$ cat src/cmpdc_pkg.sv
// Package with register map, field positions and select codes of the comparator control.
package cmpdc_pkg;
    localparam logic [7:0] CMPDC_OFS_MAIN  = 8'h00;
    localparam logic [7:0] CMPDC_OFS_EDGE  = 8'h04;
    localparam logic [7:0] CMPDC_OFS_NSEL  = 8'h08;
    localparam logic [7:0] CMPDC_OFS_PSEL  = 8'h0C;
    localparam logic [7:0] CMPDC_OFS_FLAG  = 8'h10;
    localparam logic [7:0] CMPDC_OFS_IRQEN = 8'h14;
    // Main control fields.
    localparam int CMPDC_MAIN_EN   = 7;
    localparam int CMPDC_MAIN_RES  = 6;
    localparam int CMPDC_MAIN_INV  = 4;
    localparam int CMPDC_MAIN_HYS  = 1;
    localparam int CMPDC_MAIN_SYNC = 0;
    // Edge control, flag and interrupt enable fields.
    localparam int CMPDC_EDGE_RISE = 1;
    localparam int CMPDC_EDGE_FALL = 0;
    localparam int CMPDC_FLAG_BIT  = 0;
    localparam int CMPDC_IRQEN_BIT = 0;
    localparam logic [7:0] CMPDC_RST_MAIN = 8'h00;
    localparam logic [7:0] CMPDC_RST_EDGE = 8'h00;
    localparam logic [7:0] CMPDC_RST_NSEL = 8'h00;
    localparam logic [7:0] CMPDC_RST_PSEL = 8'h00;
    // Negative input codes.
    localparam logic [2:0] CMPDC_N_GND   = 3'h7;
    localparam logic [2:0] CMPDC_N_FVR2  = 3'h6;
    localparam logic [2:0] CMPDC_N_RAMP2 = 3'h5;
    localparam logic [2:0] CMPDC_N_RAMP1 = 3'h4;
    // Positive input codes; anything above selects ground.
    localparam logic [2:0] CMPDC_P_PIN  = 3'h0;
    localparam logic [2:0] CMPDC_P_RAMP = 3'h1;
    localparam logic [2:0] CMPDC_P_DAC  = 3'h2;
    localparam logic [2:0] CMPDC_P_FVR  = 3'h3;
    // Bus phase of the slave.
    typedef enum logic [2:0] {
        CMPDC_IDLE  = 3'b001,
        CMPDC_WRITE = 3'b010,
        CMPDC_READ  = 3'b100
    } cmpdc_phase_e;
endpackage

$ cat src/cmpdc_edge_if.sv
// Interface between the control top and its edge detector.
`timescale 1ns/1ps
interface cmpdc_edge_if;
    logic observed;
    logic rise_en;
    logic fall_en;
    logic clear;
    logic flag;
    modport ctrl (output observed, output rise_en, output fall_en, output clear, input flag);
    modport det  (input observed, input rise_en, input fall_en, input clear, output flag);
endinterface

$ cat src/cmpdc_edge_det.sv
// Rising and falling edge detectors feeding the sticky event flag.
`timescale 1ns/1ps
module cmpdc_edge_det
    import cmpdc_pkg::*;
(
    // Clock and reset.
    input  wire logic  i_clk,
    input  wire logic  i_srst,
    // Link to the control top.
    cmpdc_edge_if.det  edge_bus
);
    typedef struct packed {
        logic prev;
        logic flag;
    } cmpdc_det_s;

    cmpdc_det_s state;
    cmpdc_det_s next_state;
    logic       rise_hit;
    logic       fall_hit;

    assign edge_bus.flag = state.flag;

    always_comb begin
        next_state = state;
        rise_hit   = edge_bus.observed & ~state.prev & edge_bus.rise_en;
        fall_hit   = ~edge_bus.observed & state.prev & edge_bus.fall_en;
        next_state.prev = edge_bus.observed;
        // A clear only ever comes from software; an edge in the same cycle keeps the flag.
        if (edge_bus.clear) begin
            next_state.flag = 1'b0;
        end
        if (rise_hit | fall_hit) begin
            next_state.flag = 1'b1;
        end
    end

    always_ff @(posedge i_clk) begin
        if (i_srst) begin
            state <= '0;
        end else begin
            state <= next_state;
        end
    end
endmodule

$ cat src/cmpdc_top.sv
// Digital control of one analog comparator with an AHB-Lite register slave.
// What this block does
// - Hysteresis is applied only while its enable bit is one.
// - With latching on, timer and software see the timer-clocked copy of the result.
// - Latching captures the result on the falling edge of the gate timer clock.
// - The latching clock is the prescaled timer clock, after the prescaler.
// - The gate timer counts on the rising edge, opposite the latching edge.
// - Two separate detectors watch the output, one rising, one falling.
// - Rising enable at bit 1 lets a low-to-high change set the flag.
// - Falling enable at bit 0 lets a high-to-low change set the flag.
// - An enabled edge in the clearing cycle leaves the flag set.
// - Toggling polarity or enable while disabled acts as an output edge.
// - With the comparator disabled all inputs are disconnected.
// - Positive select routes pin, ramp, DAC, fixed reference or ground.
// - Negative select decodes ground, reference 2, ramps 2 and 1, pins 3 to 0.
// - A shared pin with an active op-amp output feeds the op-amp instead.
`timescale 1ns/1ps
module cmpdc_top
    import cmpdc_pkg::*;
(
    // Clock and reset.
    input  wire logic        i_clk,
    input  wire logic        i_srst,
    // AHB-Lite slave.
    input  wire logic        i_hsel,
    input  wire logic [31:0] i_haddr,
    input  wire logic [1:0]  i_htrans,
    input  wire logic        i_hwrite,
    input  wire logic [2:0]  i_hsize,
    input  wire logic [31:0] i_hwdata,
    input  wire logic        i_hready,
    output logic      [31:0] o_hrdata,
    output logic             o_hreadyout,
    output logic             o_hresp,
    // Analog comparator and gate timer.
    input  wire logic        i_cmp_raw,
    input  wire logic        i_tmr_clk,
    input  wire logic [3:0]  i_opamp_active,
    // Analog controls.
    output logic             o_hysteresis_enable,
    output logic             o_inputs_connect,
    output logic      [4:0]  o_pos_route,
    output logic      [7:0]  o_neg_route,
    output logic             o_neg_from_opamp,
    // Results and flags.
    output logic             o_cmp_result,
    output logic             o_cmp_event_flag,
    output logic             o_cmp_irq_enable
);
    typedef struct packed {
        cmpdc_phase_e phase;
        logic [7:0]   addr;
        logic [31:0]  rdata;
        logic [7:0]   main_ctrl;
        logic [7:0]   edge_ctrl;
        logic [2:0]   neg_sel;
        logic [2:0]   pos_sel;
        logic         irq_en;
        logic         raw_s1;
        logic         raw_s2;
        logic         tmr_s1;
        logic         tmr_s2;
        logic         tmr_s3;
        logic         latched;
        logic         result;
        logic [4:0]   pos_route;
        logic [7:0]   neg_route;
        logic         neg_opamp;
    } cmpdc_top_s;

    cmpdc_top_s   state;
    cmpdc_top_s   next_state;
    cmpdc_edge_if edge_bus ();
    logic         addr_ok;
    logic         flag_clear;
    logic         enabled;
    logic         polar;
    logic         chosen;

    cmpdc_edge_det u_edge (
        .i_clk    (i_clk),
        .i_srst   (i_srst),
        .edge_bus (edge_bus)
    );

    // Negative select decode; out of reach when the comparator is off.
    function automatic logic [7:0] neg_decode(input logic en, input logic [2:0] sel);
        neg_decode = 8'h00;
        if (en) begin
            neg_decode = 8'h01 << sel;
        end
    endfunction

    // Byte address of a word on the bus, used for every decode.
    function automatic logic [7:0] word_addr(input logic [31:0] a);
        word_addr = {a[7:2], 2'b00};
    endfunction

    assign addr_ok    = i_hsel & i_htrans[1] & i_hready;
    assign enabled    = state.main_ctrl[CMPDC_MAIN_EN];
    assign flag_clear = (state.phase == CMPDC_WRITE) && (state.addr == CMPDC_OFS_FLAG)
                        && i_hwdata[CMPDC_FLAG_BIT];

    assign edge_bus.observed = state.result;
    assign edge_bus.rise_en  = state.edge_ctrl[CMPDC_EDGE_RISE];
    assign edge_bus.fall_en  = state.edge_ctrl[CMPDC_EDGE_FALL];
    assign edge_bus.clear    = flag_clear;

    assign o_hrdata            = state.rdata;
    assign o_hreadyout         = (state.phase != CMPDC_READ);
    assign o_hresp             = 1'b0;
    assign o_hysteresis_enable = state.main_ctrl[CMPDC_MAIN_HYS] & enabled;
    assign o_inputs_connect    = enabled;
    assign o_pos_route         = state.pos_route;
    assign o_neg_route         = state.neg_route;
    assign o_neg_from_opamp    = state.neg_opamp;
    assign o_cmp_result        = state.result;
    assign o_cmp_event_flag    = edge_bus.flag;
    assign o_cmp_irq_enable    = state.irq_en;

    always_comb begin
        next_state = state;
        polar      = 1'b0;
        chosen     = 1'b0;

        // Two-stage synchronisers for the analog result and the timer clock pin.
        next_state.raw_s1 = i_cmp_raw;
        next_state.raw_s2 = state.raw_s1;
        next_state.tmr_s1 = i_tmr_clk;
        next_state.tmr_s2 = state.tmr_s1;
        next_state.tmr_s3 = state.tmr_s2;

        // A disabled comparator's raw output is masked low before polarity, so enable and polarity toggles still move it.
        polar = (state.raw_s2 & enabled) ^ state.main_ctrl[CMPDC_MAIN_INV];

        // The pin carries the already prescaled timer clock; capture on its fall.
        if (state.tmr_s3 & ~state.tmr_s2) begin
            next_state.latched = polar;
        end
        // With latching on the gate only moves at a falling edge, so a rising count edge never meets it.
        chosen = state.main_ctrl[CMPDC_MAIN_SYNC] ? state.latched : polar;
        next_state.result = chosen;

        // Input routing.
        next_state.neg_route = neg_decode(enabled, state.neg_sel);
        next_state.neg_opamp = 1'b0;
        if (enabled && state.neg_sel[2] == 1'b0) begin
            next_state.neg_opamp = i_opamp_active[state.neg_sel[1:0]];
        end
        next_state.pos_route = 5'h00;
        if (enabled) begin
            case (state.pos_sel)
                CMPDC_P_PIN: begin
                    next_state.pos_route = 5'h01;
                end
                CMPDC_P_RAMP: begin
                    next_state.pos_route = 5'h02;
                end
                CMPDC_P_DAC: begin
                    next_state.pos_route = 5'h04;
                end
                CMPDC_P_FVR: begin
                    next_state.pos_route = 5'h08;
                end
                default: begin
                    next_state.pos_route = 5'h10;
                end
            endcase
        end

        // Bus data phase.
        case (state.phase)
            CMPDC_WRITE: begin
                case (state.addr)
                    CMPDC_OFS_MAIN: begin
                        next_state.main_ctrl = i_hwdata[7:0] & 8'h93;
                    end
                    CMPDC_OFS_EDGE: begin
                        next_state.edge_ctrl = i_hwdata[7:0] & 8'h03;
                    end
                    CMPDC_OFS_NSEL: begin
                        next_state.neg_sel = i_hwdata[2:0];
                    end
                    CMPDC_OFS_PSEL: begin
                        next_state.pos_sel = i_hwdata[2:0];
                    end
                    CMPDC_OFS_IRQEN: begin
                        next_state.irq_en = i_hwdata[CMPDC_IRQEN_BIT];
                    end
                    default: begin
                        next_state.irq_en = state.irq_en;
                    end
                endcase
            end
            CMPDC_READ: begin
                next_state.rdata = 32'h0000_0000;
                case (state.addr)
                    CMPDC_OFS_MAIN: begin
                        next_state.rdata[7:0] = state.main_ctrl;
                        next_state.rdata[CMPDC_MAIN_RES] = state.result;
                    end
                    CMPDC_OFS_EDGE: begin
                        next_state.rdata[7:0] = state.edge_ctrl;
                    end
                    CMPDC_OFS_NSEL: begin
                        next_state.rdata[2:0] = state.neg_sel;
                    end
                    CMPDC_OFS_PSEL: begin
                        next_state.rdata[2:0] = state.pos_sel;
                    end
                    CMPDC_OFS_FLAG: begin
                        next_state.rdata[CMPDC_FLAG_BIT] = edge_bus.flag;
                    end
                    CMPDC_OFS_IRQEN: begin
                        next_state.rdata[CMPDC_IRQEN_BIT] = state.irq_en;
                    end
                    default: begin
                        next_state.rdata = 32'h0000_0000;
                    end
                endcase
            end
            default: begin
                next_state.rdata = state.rdata;
            end
        endcase

        // Address phase; a read waits one cycle so it sees a write just before it.
        if (state.phase == CMPDC_READ) begin
            next_state.phase = CMPDC_IDLE;
        end else if (addr_ok) begin
            next_state.addr  = word_addr(i_haddr);
            next_state.phase = i_hwrite ? CMPDC_WRITE : CMPDC_READ;
        end else begin
            next_state.phase = CMPDC_IDLE;
        end
    end

    always_ff @(posedge i_clk) begin
        if (i_srst) begin
            state           <= '0;
            state.phase     <= CMPDC_IDLE;
            state.main_ctrl <= CMPDC_RST_MAIN;
            state.edge_ctrl <= CMPDC_RST_EDGE;
            state.neg_sel   <= CMPDC_RST_NSEL[2:0];
            state.pos_sel   <= CMPDC_RST_PSEL[2:0];
        end else begin
            state <= next_state;
        end
    end
endmodule

$ cat config.mk
export PLATFORM = sky130hd
export DESIGN_NAME = cmpdc_top
export DESIGN_NICKNAME = d
export VERILOG_FILES = /design/src/cmpdc_pkg.sv /design/src/cmpdc_edge_if.sv /design/src/cmpdc_edge_det.sv /design/src/cmpdc_top.sv
export SDC_FILE = /design/constraint.sdc
export NUM_CORES = 1
export LEC_CHECK = 0
export BUFFER_PORTS_ARGS = -buffer_cell sky130_fd_sc_hd__buf_4
export CORE_MARGIN = 4
export CORE_UTILIZATION = 44
export DETAILED_ROUTE_END_ITERATION = 8
export HOLD_SLACK_MARGIN = 0.02
export PLACE_DENSITY = 0.82
export SLEW_MARGIN = 15
export SYNTH_ARGS = -nofsm -noshare
export SYNTH_HDL_FRONTEND = slang
export SYNTH_SLANG_ARGS = --single-unit
$ cat constraint.sdc
create_clock -name i_clk -period 1.8 [get_ports i_clk]
set_input_delay 0.18 -clock i_clk [delete_from_list [all_inputs] [get_ports i_clk]]
set_output_delay 0.18 -clock i_clk [all_outputs]
set_load 0.02 [all_outputs]
# == Word level (Yosys, flattened, before mapping) ==
# Index checks and enable logic that the tools add are counted.
# totals
reg_bits,53
output_inout_bits,53
# op_classes
muxes,10
shift,1
magnitude_cmp,1
n_reduce_logical,15
bitwise_logic,19
eq_ne,11
# ops
op,count
one-hot mux 5 bit (4 select lines),1
"== test 6 x 2 -> 1 bit, second input constant",2
"== test 6 x 3 -> 1 bit, second input constant",2
AND reduction 2 bit,6
AND 1 bit,9
"== test 3 x 2 -> 1 bit, second input constant",3
zero test 8 bit,1
inverter 1 bit,8
one-hot mux 2 bit (4 select lines),1
"left shift 1 x 3 -> 8 bit, first input constant",1
"== test 6 x 1 -> 1 bit, second input constant",1
one-hot mux 1 bit (6 select lines),1
2-to-1 mux 5 bit,1
2-to-1 mux 1 bit,4
OR reduction 2 bit,2
"== test 3 x 1 -> 1 bit, second input constant",1
"== test 3 bit, second input constant",1
logical AND 1 bit,3
zero test 3 bit,1
"less-than comparator 2 x 3 -> 1 bit, second input constant",1
2-to-1 mux 3 bit,1
"inequality test 3 bit, second input constant",1
OR reduction 3 bit,1
binary-select mux 1 bit (select 2 bit),1
3 further kinds,3

# == Longest topological paths before layout ==
# Gate-level depths: netlist of run 1.
# depth
ltp_word,5
depth_mapped,5
mapped_depth_nobuf,4

# == By module ==
# From an unflattened synthesis of run 1, not the netlist that was laid out.
# unflattened
cells_unflattened,243
area_unflattened_um2,2331.0
# modules_own_cells
mod,area_per_inst_um2,instances,seq_area_each_um2,cells_each
cmpdc_top,2257.2,1,980.9,236
cmpdc_edge_det,73.8,1,40.0,7

# == Least setup slack after synthesis of run 1 ==
# No wires, ideal clock.
# synth_path
path_kind,register -> register
from,register state[81] in the netlist's numbering
to,"register u_edge.state, in the netlist u_edge.edge_bus.flag"
path_slack_ns,0.380
t_arrival_ns,1.291
required_ns,1.672
path_stages_with_launch,4
period_less_slack_ns,1.420
path_cell_list,dfxtp_1 or3_2 o41ai_1 a31oi_1
# synth_between
elab_chain_len,4
# synth_rtl
item,line,rtl
start: declaration,cmpdc_top.sv:71,cmpdc_top_s state;
start signal: assignment,cmpdc_top.sv:247,state <= next_state;
== test 6 x 3 -> 1 bit,cmpdc_top.sv:101,assign flag_clear = (state.phase == CMPDC_WRITE) && (state.addr == CMPDC_OFS_FLAG)
logical AND 1 bit,cmpdc_top.sv:101,
logical AND 1 bit,cmpdc_top.sv:102,&& i_hwdata[CMPDC_FLAG_BIT];
nonzero test 2 bit (no source line),n/a,
end signal: assignment,cmpdc_edge_det.sv:42,state <= next_state;
end: declaration,cmpdc_edge_det.sv:17,cmpdc_det_s state;
# No other way between the ends.
# A chain may end at the register's enable or synchronous reset.

# == Final worst setup path of run 1 ==
# layout_path
from,register state[86] in the netlist's numbering
to,output port o_hreadyout
# layout_between
elab_chain_len,1
# layout_rtl
item,line,rtl
inequality test 3 bit,cmpdc_top.sv:110,assign o_hreadyout = (state.phase != CMPDC_READ);
end: declaration,cmpdc_top.sv:33,"output logic o_hreadyout,"
# No other way between the ends.

==> results of run 1 <==
-- worst paths after layout --
check | slack, ps | endpoint | start | cells past startpoint
max | 190 | o_hreadyout | state[86]$_SDFF_PP0_ | 3
min | 90 | next_state[17]$_SDFF_PP0_ | i_tmr_clk | 2
max reg2reg | 210 | u_edge.edge_bus.flag$_SDFFE_PP0P_ | state[81]$_SDFFE_PP0P_ | 3
min reg2reg | 440 | state[19]$_SDFF_PP0_ | next_state[19]$_SDFF_PP0_ | 1
-- cells in the final DEF, fill, tap and decap left out, drive strengths merged, types with 2 or more instances in the layout --
cell type,instances
dfxtp,51
buf,50
conb,27
nand2b,20
mux2i,12
a21oi,12
nand3,11
nor2b,10
nand2,10
nor2,10
o21ai,6
clkbuf,6
nand4,5
nor3b,5
nor3,4
inv,4
mux4,3
nor4,3
and2,2
a211oi,2
nand3b,2
and3,2
mux2,2
or3,2
-- per-stage QoR --
stage          hold WS, ps  total power (uW)  utilization  worst slack [ps]  std cells
6_report             85.72              1945       0.5085             186.8        344
4_1_cts              77.96              1958       0.5085             96.88        344
3_5_place_dp         350.8              1332       0.4900             229.4        335
3_3_place_gp         349.7              1329       0.4900             249.8        335
5_1_grt              79.37              2033       0.5085             72.48        344
2_1_floorplan        252.4              1327            -             380.3        272
-- power by group --
part / internal [uW] / total (uW) / switching [uW]
Sequential: 1140 / 1150 / 12.4
Combinational: 60.9 / 158 / 96.9
Clock: 272 / 637 / 364
Total: 1470 / 1950 / 474
-- flip-flops by register name, indices dropped and copies added, names as in the netlist --
signal                cells
o_hrdata                  6
o_pos_route               5
o_inputs_connect          1
next_state                3
o_neg_route               8
u_edge.edge_bus.flag      1
o_cmp_result              1
state                    21
o_cmp_irq_enable          1
u_edge.state              1
o_neg_from_opamp          1
edge_bus.rise_en          1
edge_bus.fall_en          1
-- cell families (layout without fill, tap and decap cells) --
logic type      after synthesis  after routing  synth area share
simple gates                 91             91            0.2386
buf+inv                      61             63            0.1766
flops                        51             51            0.4327
compound gates               24             24           0.05780
mux                          17             17           0.08908
other cells                   1             27          0.001589
xor+xnor                      1              1          0.003712
-- metal layers --
layer  track usage  share of wire  wire length, um  vias up
li1              -              -                -      817
met5             0              0                0        -
met3       0.03326          0.059              247        6
met2        0.2053           0.47             1965       50
met1        0.1668           0.46             1906      749
met4       0.06081          0.013               53        0
-- final cells by class --
type | instances | area share
flip-flops and latches | 51 | 0.3906
clock inverters | 2 | 0.004787
repair buffers | 51 | 0.1474
clock buffers | 6 | 0.02776
inverters | 4 | 0.005744
multi-input cells | 160 | 0.3901
well taps | 70 | 0.03351
-- what timing repair did --
action	in CTS	in global routing
hold endpoints to repair	1	0
hold buffers	1	0
resized for setup	0	1
setup endpoints to repair	0	1
==> impl_results.md, run 1 <==
- Status: complete, no violations
- DIE AREA: ~6600 um^2
- Count leader, synth: dfxtp_1
- TritonCTS clock tree: built
- Fin. Hold Viols: 0
- Initial Util: 0.4591
- Vias: ~1600
- Post-route minimum period: between 1500 and 2000 ps
- Final Cell Area: between 2000 and 3000 um^2
- Fillers: between 500 and 600
- Max Root-Sink Buffers: 2
- Worst hold path type: primary input to flop
- Multi-input logic area: 1020 um^2
- Total gr overflow: 0
- Vias/cell: between 4 and 5
- HPWL Detailed: just over 3000 um
- RSZ-0062 raised after global routing: no
- Routed WL: about 4200 um
- Pwr/cell area: 744.3 nW/um^2
- VDD IR max: 0.5044 mV
- 1st-iter DRT viols: 53
- Root Driver: clkbuf_8
- Core box area: 5140 um^2
- Synth unique cells: 38
- Number of max-cap violations: 0
- Ant. Diodes: 0
- Largest area contributor in the netlist: dfxtp_1
- Slowest CP cell: dfxtp_1
- Htree depth: 2
- Routability cong.: 0.7792
- Clock Skew: roughly 7.0 ps
- Critical Path End Type: output port
- Post-synth top area share: 0.4327
- Crit path max fanout: 12
- Layout cells sized above 1: 0.2445
- Die width: 81.24 um
- CTS Buf Count: 5
- DR WL/cell: around 12 um
- Drt first pass iters: 5
- Type of origin of the critical path: flop
- Die height: approximately 81 um
- First-pass GRT wire length: 6589 um
- Crit path DAT: approximately 1400 ps
- Post-Synthesis Cells: approximately 250
- Synthesis warning total: 0
- # IOs: 133
- CP top delay family: buffers and inverters
- Crit share post-route: 0.8962
- Seq/Total Area, Yosys: 0.4327
- Clock sink total: 51
- Row count: 26
- I/O Buffers: between 40 and 50
- Initial antenna violation count: 0
- Leading post-synthesis cells by cell area: dfxtp_1 43%, buf_4 16%, nand2b_1 5.3%, mux2i_1 5.1%, mux4_2 2.9%
- Post-synth top cells: 51 x dfxtp_1, 50 x buf_4, 20 x nand2b_1
- Mean Syn Cell Area: 9.593 um^2
- Crit path buf inv count: 2
- Buffers inserted during post-CTS setup optimization: 0
- EDFF count, synth: 0
- Asr flop ratio synth: 0
- Setup TNS Final: 0 ps
- Total Nets Final: around 350
- Max-slew violation count: 0
- Worst path max stage delay: ~380 ps
- FMAX: 0.6199 GHz
- Area post-placement: roughly 2500 um^2
- Reg area: 1021 um^2
- Critical path data required time: ~1600 ps
- Synth Cell Area: around 2400 um^2
- GR Util All Layers: 0.1304
- Syn-to-layout area delta: 10.76%
- Clock slew seen by the registers of the worst setup and hold paths: roughly 90 ps
- Crit path cell chain: nor3b_2 -> inv_2 -> buf_4
- Skew-Pair Late Insertion Delay: 300 ps
- Pleak: approximately 0.0011 uW
- Final setup viols: 0
- WS Path Type: flop to output port
- Post-synth top flop: dfxtp_1
- DRC: 0
- Antenna Violating Nets Remaining: 0
- Largest net degree at the start of global routing: 42
- #FFs+latches synth: between 50 and 60
- Vias in the first global route: roughly 1500
(Power assumes the default switching activity.)
==> run 2: changes to the inputs <==
--- a/config.mk
+++ b/config.mk
@@ -14,4 +14,5 @@
 export SLEW_MARGIN = 15
 export SYNTH_ARGS = -nofsm -noshare
 export SYNTH_HDL_FRONTEND = slang
+export SYNTH_HIERARCHICAL = 1
 export SYNTH_SLANG_ARGS = --single-unit
==> run 2 against run 1 <==
Sequential power barely moved. Sequential share of layout area fell by 0.44 points. Wire length fell by 0.24%. Clock skew fell by 2.1 ps. Critical path type unchanged. Largest cell class unchanged. Highest routed layer unchanged.
==> impl_results.md, run 2 <==
- TritonCTS clock tree: built (unchanged)
- Fin. Hold Viols: 0 (unchanged)
- Drt first pass iters: 4 (was 5)
- Fillers: 480 (was 514)
- Initial Util: 0.4564 (was 0.4591)
- Largest area contributor in the netlist: dfxtp_1 (unchanged)
- Pleak: 0.001125 uW (was 0.001081 uW)
- Post-synth top area share: 0.4380 (was 0.4327)
- Vias/cell: 4.666 (was 4.715)
- Vias in the first global route: 1441 (was 1456)
- Routability cong.: 0.7924 (was 0.7792)
- Reg area: 1021 um^2 (unchanged)
- Utilization after layout: 0.5176 (was 0.5085)
- # IOs: 133 (unchanged)
- Crit path max fanout: 14 (was 12)
- Crit path buf inv count: 2 (unchanged)
- DRC: 0 (unchanged)
- GR Util All Layers: 0.1334 (was 0.1304)
- HPWL Detailed: 3094 um (was 3084 um)
- Initial antenna violation count: 0 (unchanged)
- Most common cell after layout, fill and taps aside: buf_4 (was dfxtp_1)
- Routed WL: 4162 um (was 4172 um)
- Max reg flops: 21 (unchanged)
- Status: complete, no violations (unchanged)
- Clock Skew: 4.876 ps (was 6.956 ps)
- Count leader, synth: dfxtp_1 (unchanged)
- 1st-iter DRT viols: 55 (was 53)
- Sw Ratio: 0.2181 (was 0.2435)
- Post-synth top flop: dfxtp_1 (unchanged)
- Row count: 26 (unchanged)
- First-pass GRT wire length: 6713 um (was 6589 um)
- Synthesis warning total: 6 (was 0)
- Clock slew seen by the registers of the worst setup and hold paths: 80 ps (was 90 ps)
- Vias: 1605 (was 1622)
- FMAX: 0.6191 GHz (was 0.6199 GHz)
- Post-synth top cells: 51 x dfxtp_1, 46 x buf_4, 21 x nand2b_1 (was 51 x dfxtp_1, 50 x buf_4, 20 x nand2b_1)
- Register share of total power: 0.544 (was 0.592)
- Pwr/cell area: 799.1 nW/um^2 (was 744.3 nW/um^2)
- Max Root-Sink Buffers: 2 (unchanged)
- Ant. Diodes: 0 (unchanged)
- Setup TNS Final: 0 ps (unchanged)
- Post-route minimum period: 1615 ps (was 1613 ps)
- Number of max-cap violations: 0 (unchanged)
- Type of origin of the critical path: flop (unchanged)
- Htree depth: 2 (unchanged)
- Worst hold path type: primary input to flop (unchanged)
- Root Driver: clkbuf_8 (unchanged)
- Mean Syn Cell Area: 9.593 um^2 (about the same)
- WS Path Type: flop to output port (unchanged)
- Antenna Violating Nets Remaining: 0 (unchanged)
- Crit share post-route: 0.8973 (was 0.8962)
- Most frequent cells in the layout: 52 x buf_4, 51 x dfxtp_1, 27 x conb_1, 21 x nand2b_1, 13 x nor2_1 (was 51 x dfxtp_1, 50 x buf_4, 27 x conb_1, 20 x nand2b_1)
- Buffers inserted during post-CTS setup optimization: 0 (unchanged)
- Total Nets Final: 353 (unchanged)
- EDFF count, synth: 0 (unchanged)
- Hold_buf cts: 0 (was 1)
- Post_cts resized: 0 (unchanged)
- Core box area: 5107 um^2 (was 5140 um^2)
- Multi-input logic area: 1012 um^2 (was 1020 um^2)
- CP top delay family: buffers and inverters (unchanged)
- Die width: 80.79 um (was 81.24 um)
- Final setup viols: 0 (unchanged)
- Crit path DAT: 1440 ps (was 1430 ps)
- Critical Path End Type: output port (unchanged)
- DIE AREA: 6526 um^2 (was 6599 um^2)
- Die height: 80.79 um (was 81.24 um)
- I/O Buffers: 48 (unchanged)
- Total gr overflow: 0 (unchanged)
- Max-slew violation count: 0 (unchanged)
- Seq/Total Area, Yosys: 0.4380 (was 0.4327)
- Clock sink total: 51 (unchanged)
- Critical path data required time: 1620 ps (about the same)
- Largest net degree at the start of global routing: 44 (was 42)
- VDD IR max: 0.5350 mV (was 0.5044 mV)
- Clock group share of total power: 0.381 (was 0.327)
- Layout cells sized above 1: 0.2664 (was 0.2445)
- #FFs+latches synth: 51 (unchanged)
- Internal power: 1652 uW (was 1472 uW)
- Worst path max stage delay: 350 ps (was 380 ps)
- RSZ-0062 raised after global routing: no (unchanged)
- Synth Cell Area: 2331 um^2 (was 2360 um^2)
- DR WL/cell: 12.10 um (was 12.13 um)
- CTS Buf Count: 5 (unchanged)
- P_sw: 460.8 uW (was 473.7 uW)
- Logic pwr share: 0.076 (was 0.081)
- Skew-Pair Late Insertion Delay: 300 ps (about the same)
- Largest Register: state (unchanged)
- Syn-to-layout area delta: 13.42% (was 10.76%)
- Post-Synthesis Cells: 243 (was 246)
- Synth unique cells: 39 (was 38)
- Crit path cell chain: nor3b_1 -> inv_1 -> buf_4 (was nor3b_2 -> inv_2 -> buf_4)
- Slowest CP cell: dfxtp_1 (unchanged)
- Leading post-synthesis cells by cell area: dfxtp_1 44%, buf_4 15%, nand2b_1 5.6%, mux2i_1 5.2%, mux4_2 2.9% (was dfxtp_1 43%, buf_4 16%, nand2b_1 5.3%, mux2i_1 5.1%, mux4_2 2.9%)
- Asr flop ratio synth: 0 (unchanged)
-- run 2: cell count changes after synthesis, sizes merged, moves of 2 or more --
cell	change
a21oi	-3
buf	-3
nand2	-2
nand3b	+5
nand4	-3
nor2	+3
-- run 2: path summary, 6_finish.rpt --
check	start	endpoint	slack, ps	cells past startpoint
max	state[86]$_SDFF_PP0_	o_hreadyout	180	3
min	i_hwrite	state[86]$_SDFF_PP0_	30	2
max reg2reg	state[80]$_SDFFE_PP0P_	o_hrdata[4]$_SDFFE_PP0N_	240	3
min reg2reg	next_state[17]$_SDFF_PP0_	next_state[16]$_SDFF_PP0_	440	1
-- run 2: power by group through the flow --
stage          sequential (uW)  clock [uW]  combinational, uW
4_1_cts                   1150         827                160
3_5_place_dp              1180           0                160
3_3_place_gp              1170           0                158
2_1_floorplan             1170           0                156
6_report                  1150         804                160
5_1_grt                   1150         870                174
-- run 2: per-stage QoR --
step           setup slack, ps  power [uW]  hold slack [ps]  std cells  cell area (um^2)
6_report                 184.9        2113            34.74        344              2644
4_1_cts                  176.0        2135            22.45        344              2644
5_1_grt                  77.07        2195            28.99        344              2644
2_1_floorplan            346.2        1326            249.4        269              2429
3_3_place_gp             285.4        1332            349.7        336              2526
3_5_place_dp             249.0        1335            349.6        336              2526
-- run 2: cell families (layout without fill, tap and decap cells) --
group,count (synthesis),count (layout),share of synthesized area
buffers and inverters,59,64,0.1696
muxes,17,17,0.09018
DFF,51,51,0.4380
other,1,27,0.001609
AOI/OAI and AO/OA,23,23,0.06172
and+or+nand+nor,91,91,0.2351
xor gates and xnor gates,1,1,0.003758
-- run 2: cell type report --
cell class                      instances  share of cell area
Multi-Input combinational cell        159              0.3829
Clock inverter                          2             0.01325
Tap cell                               70             0.03313
Clock buffer                            6             0.03124
Timing Repair Buffer                   52              0.1477
Inverter                                4            0.005679
Sequential cell                        51              0.3862
-- run 2: routing by layer --
metal,global-route usage,routed length (um),vias up,part of all wire
met5,0,0,-,0
met4,0.06081,56,0,0.013
met3,0.03659,298,5,0.072
met2,0.2185,2042,51,0.49
met1,0.1634,1765,737,0.42
li1,-,-,812,-
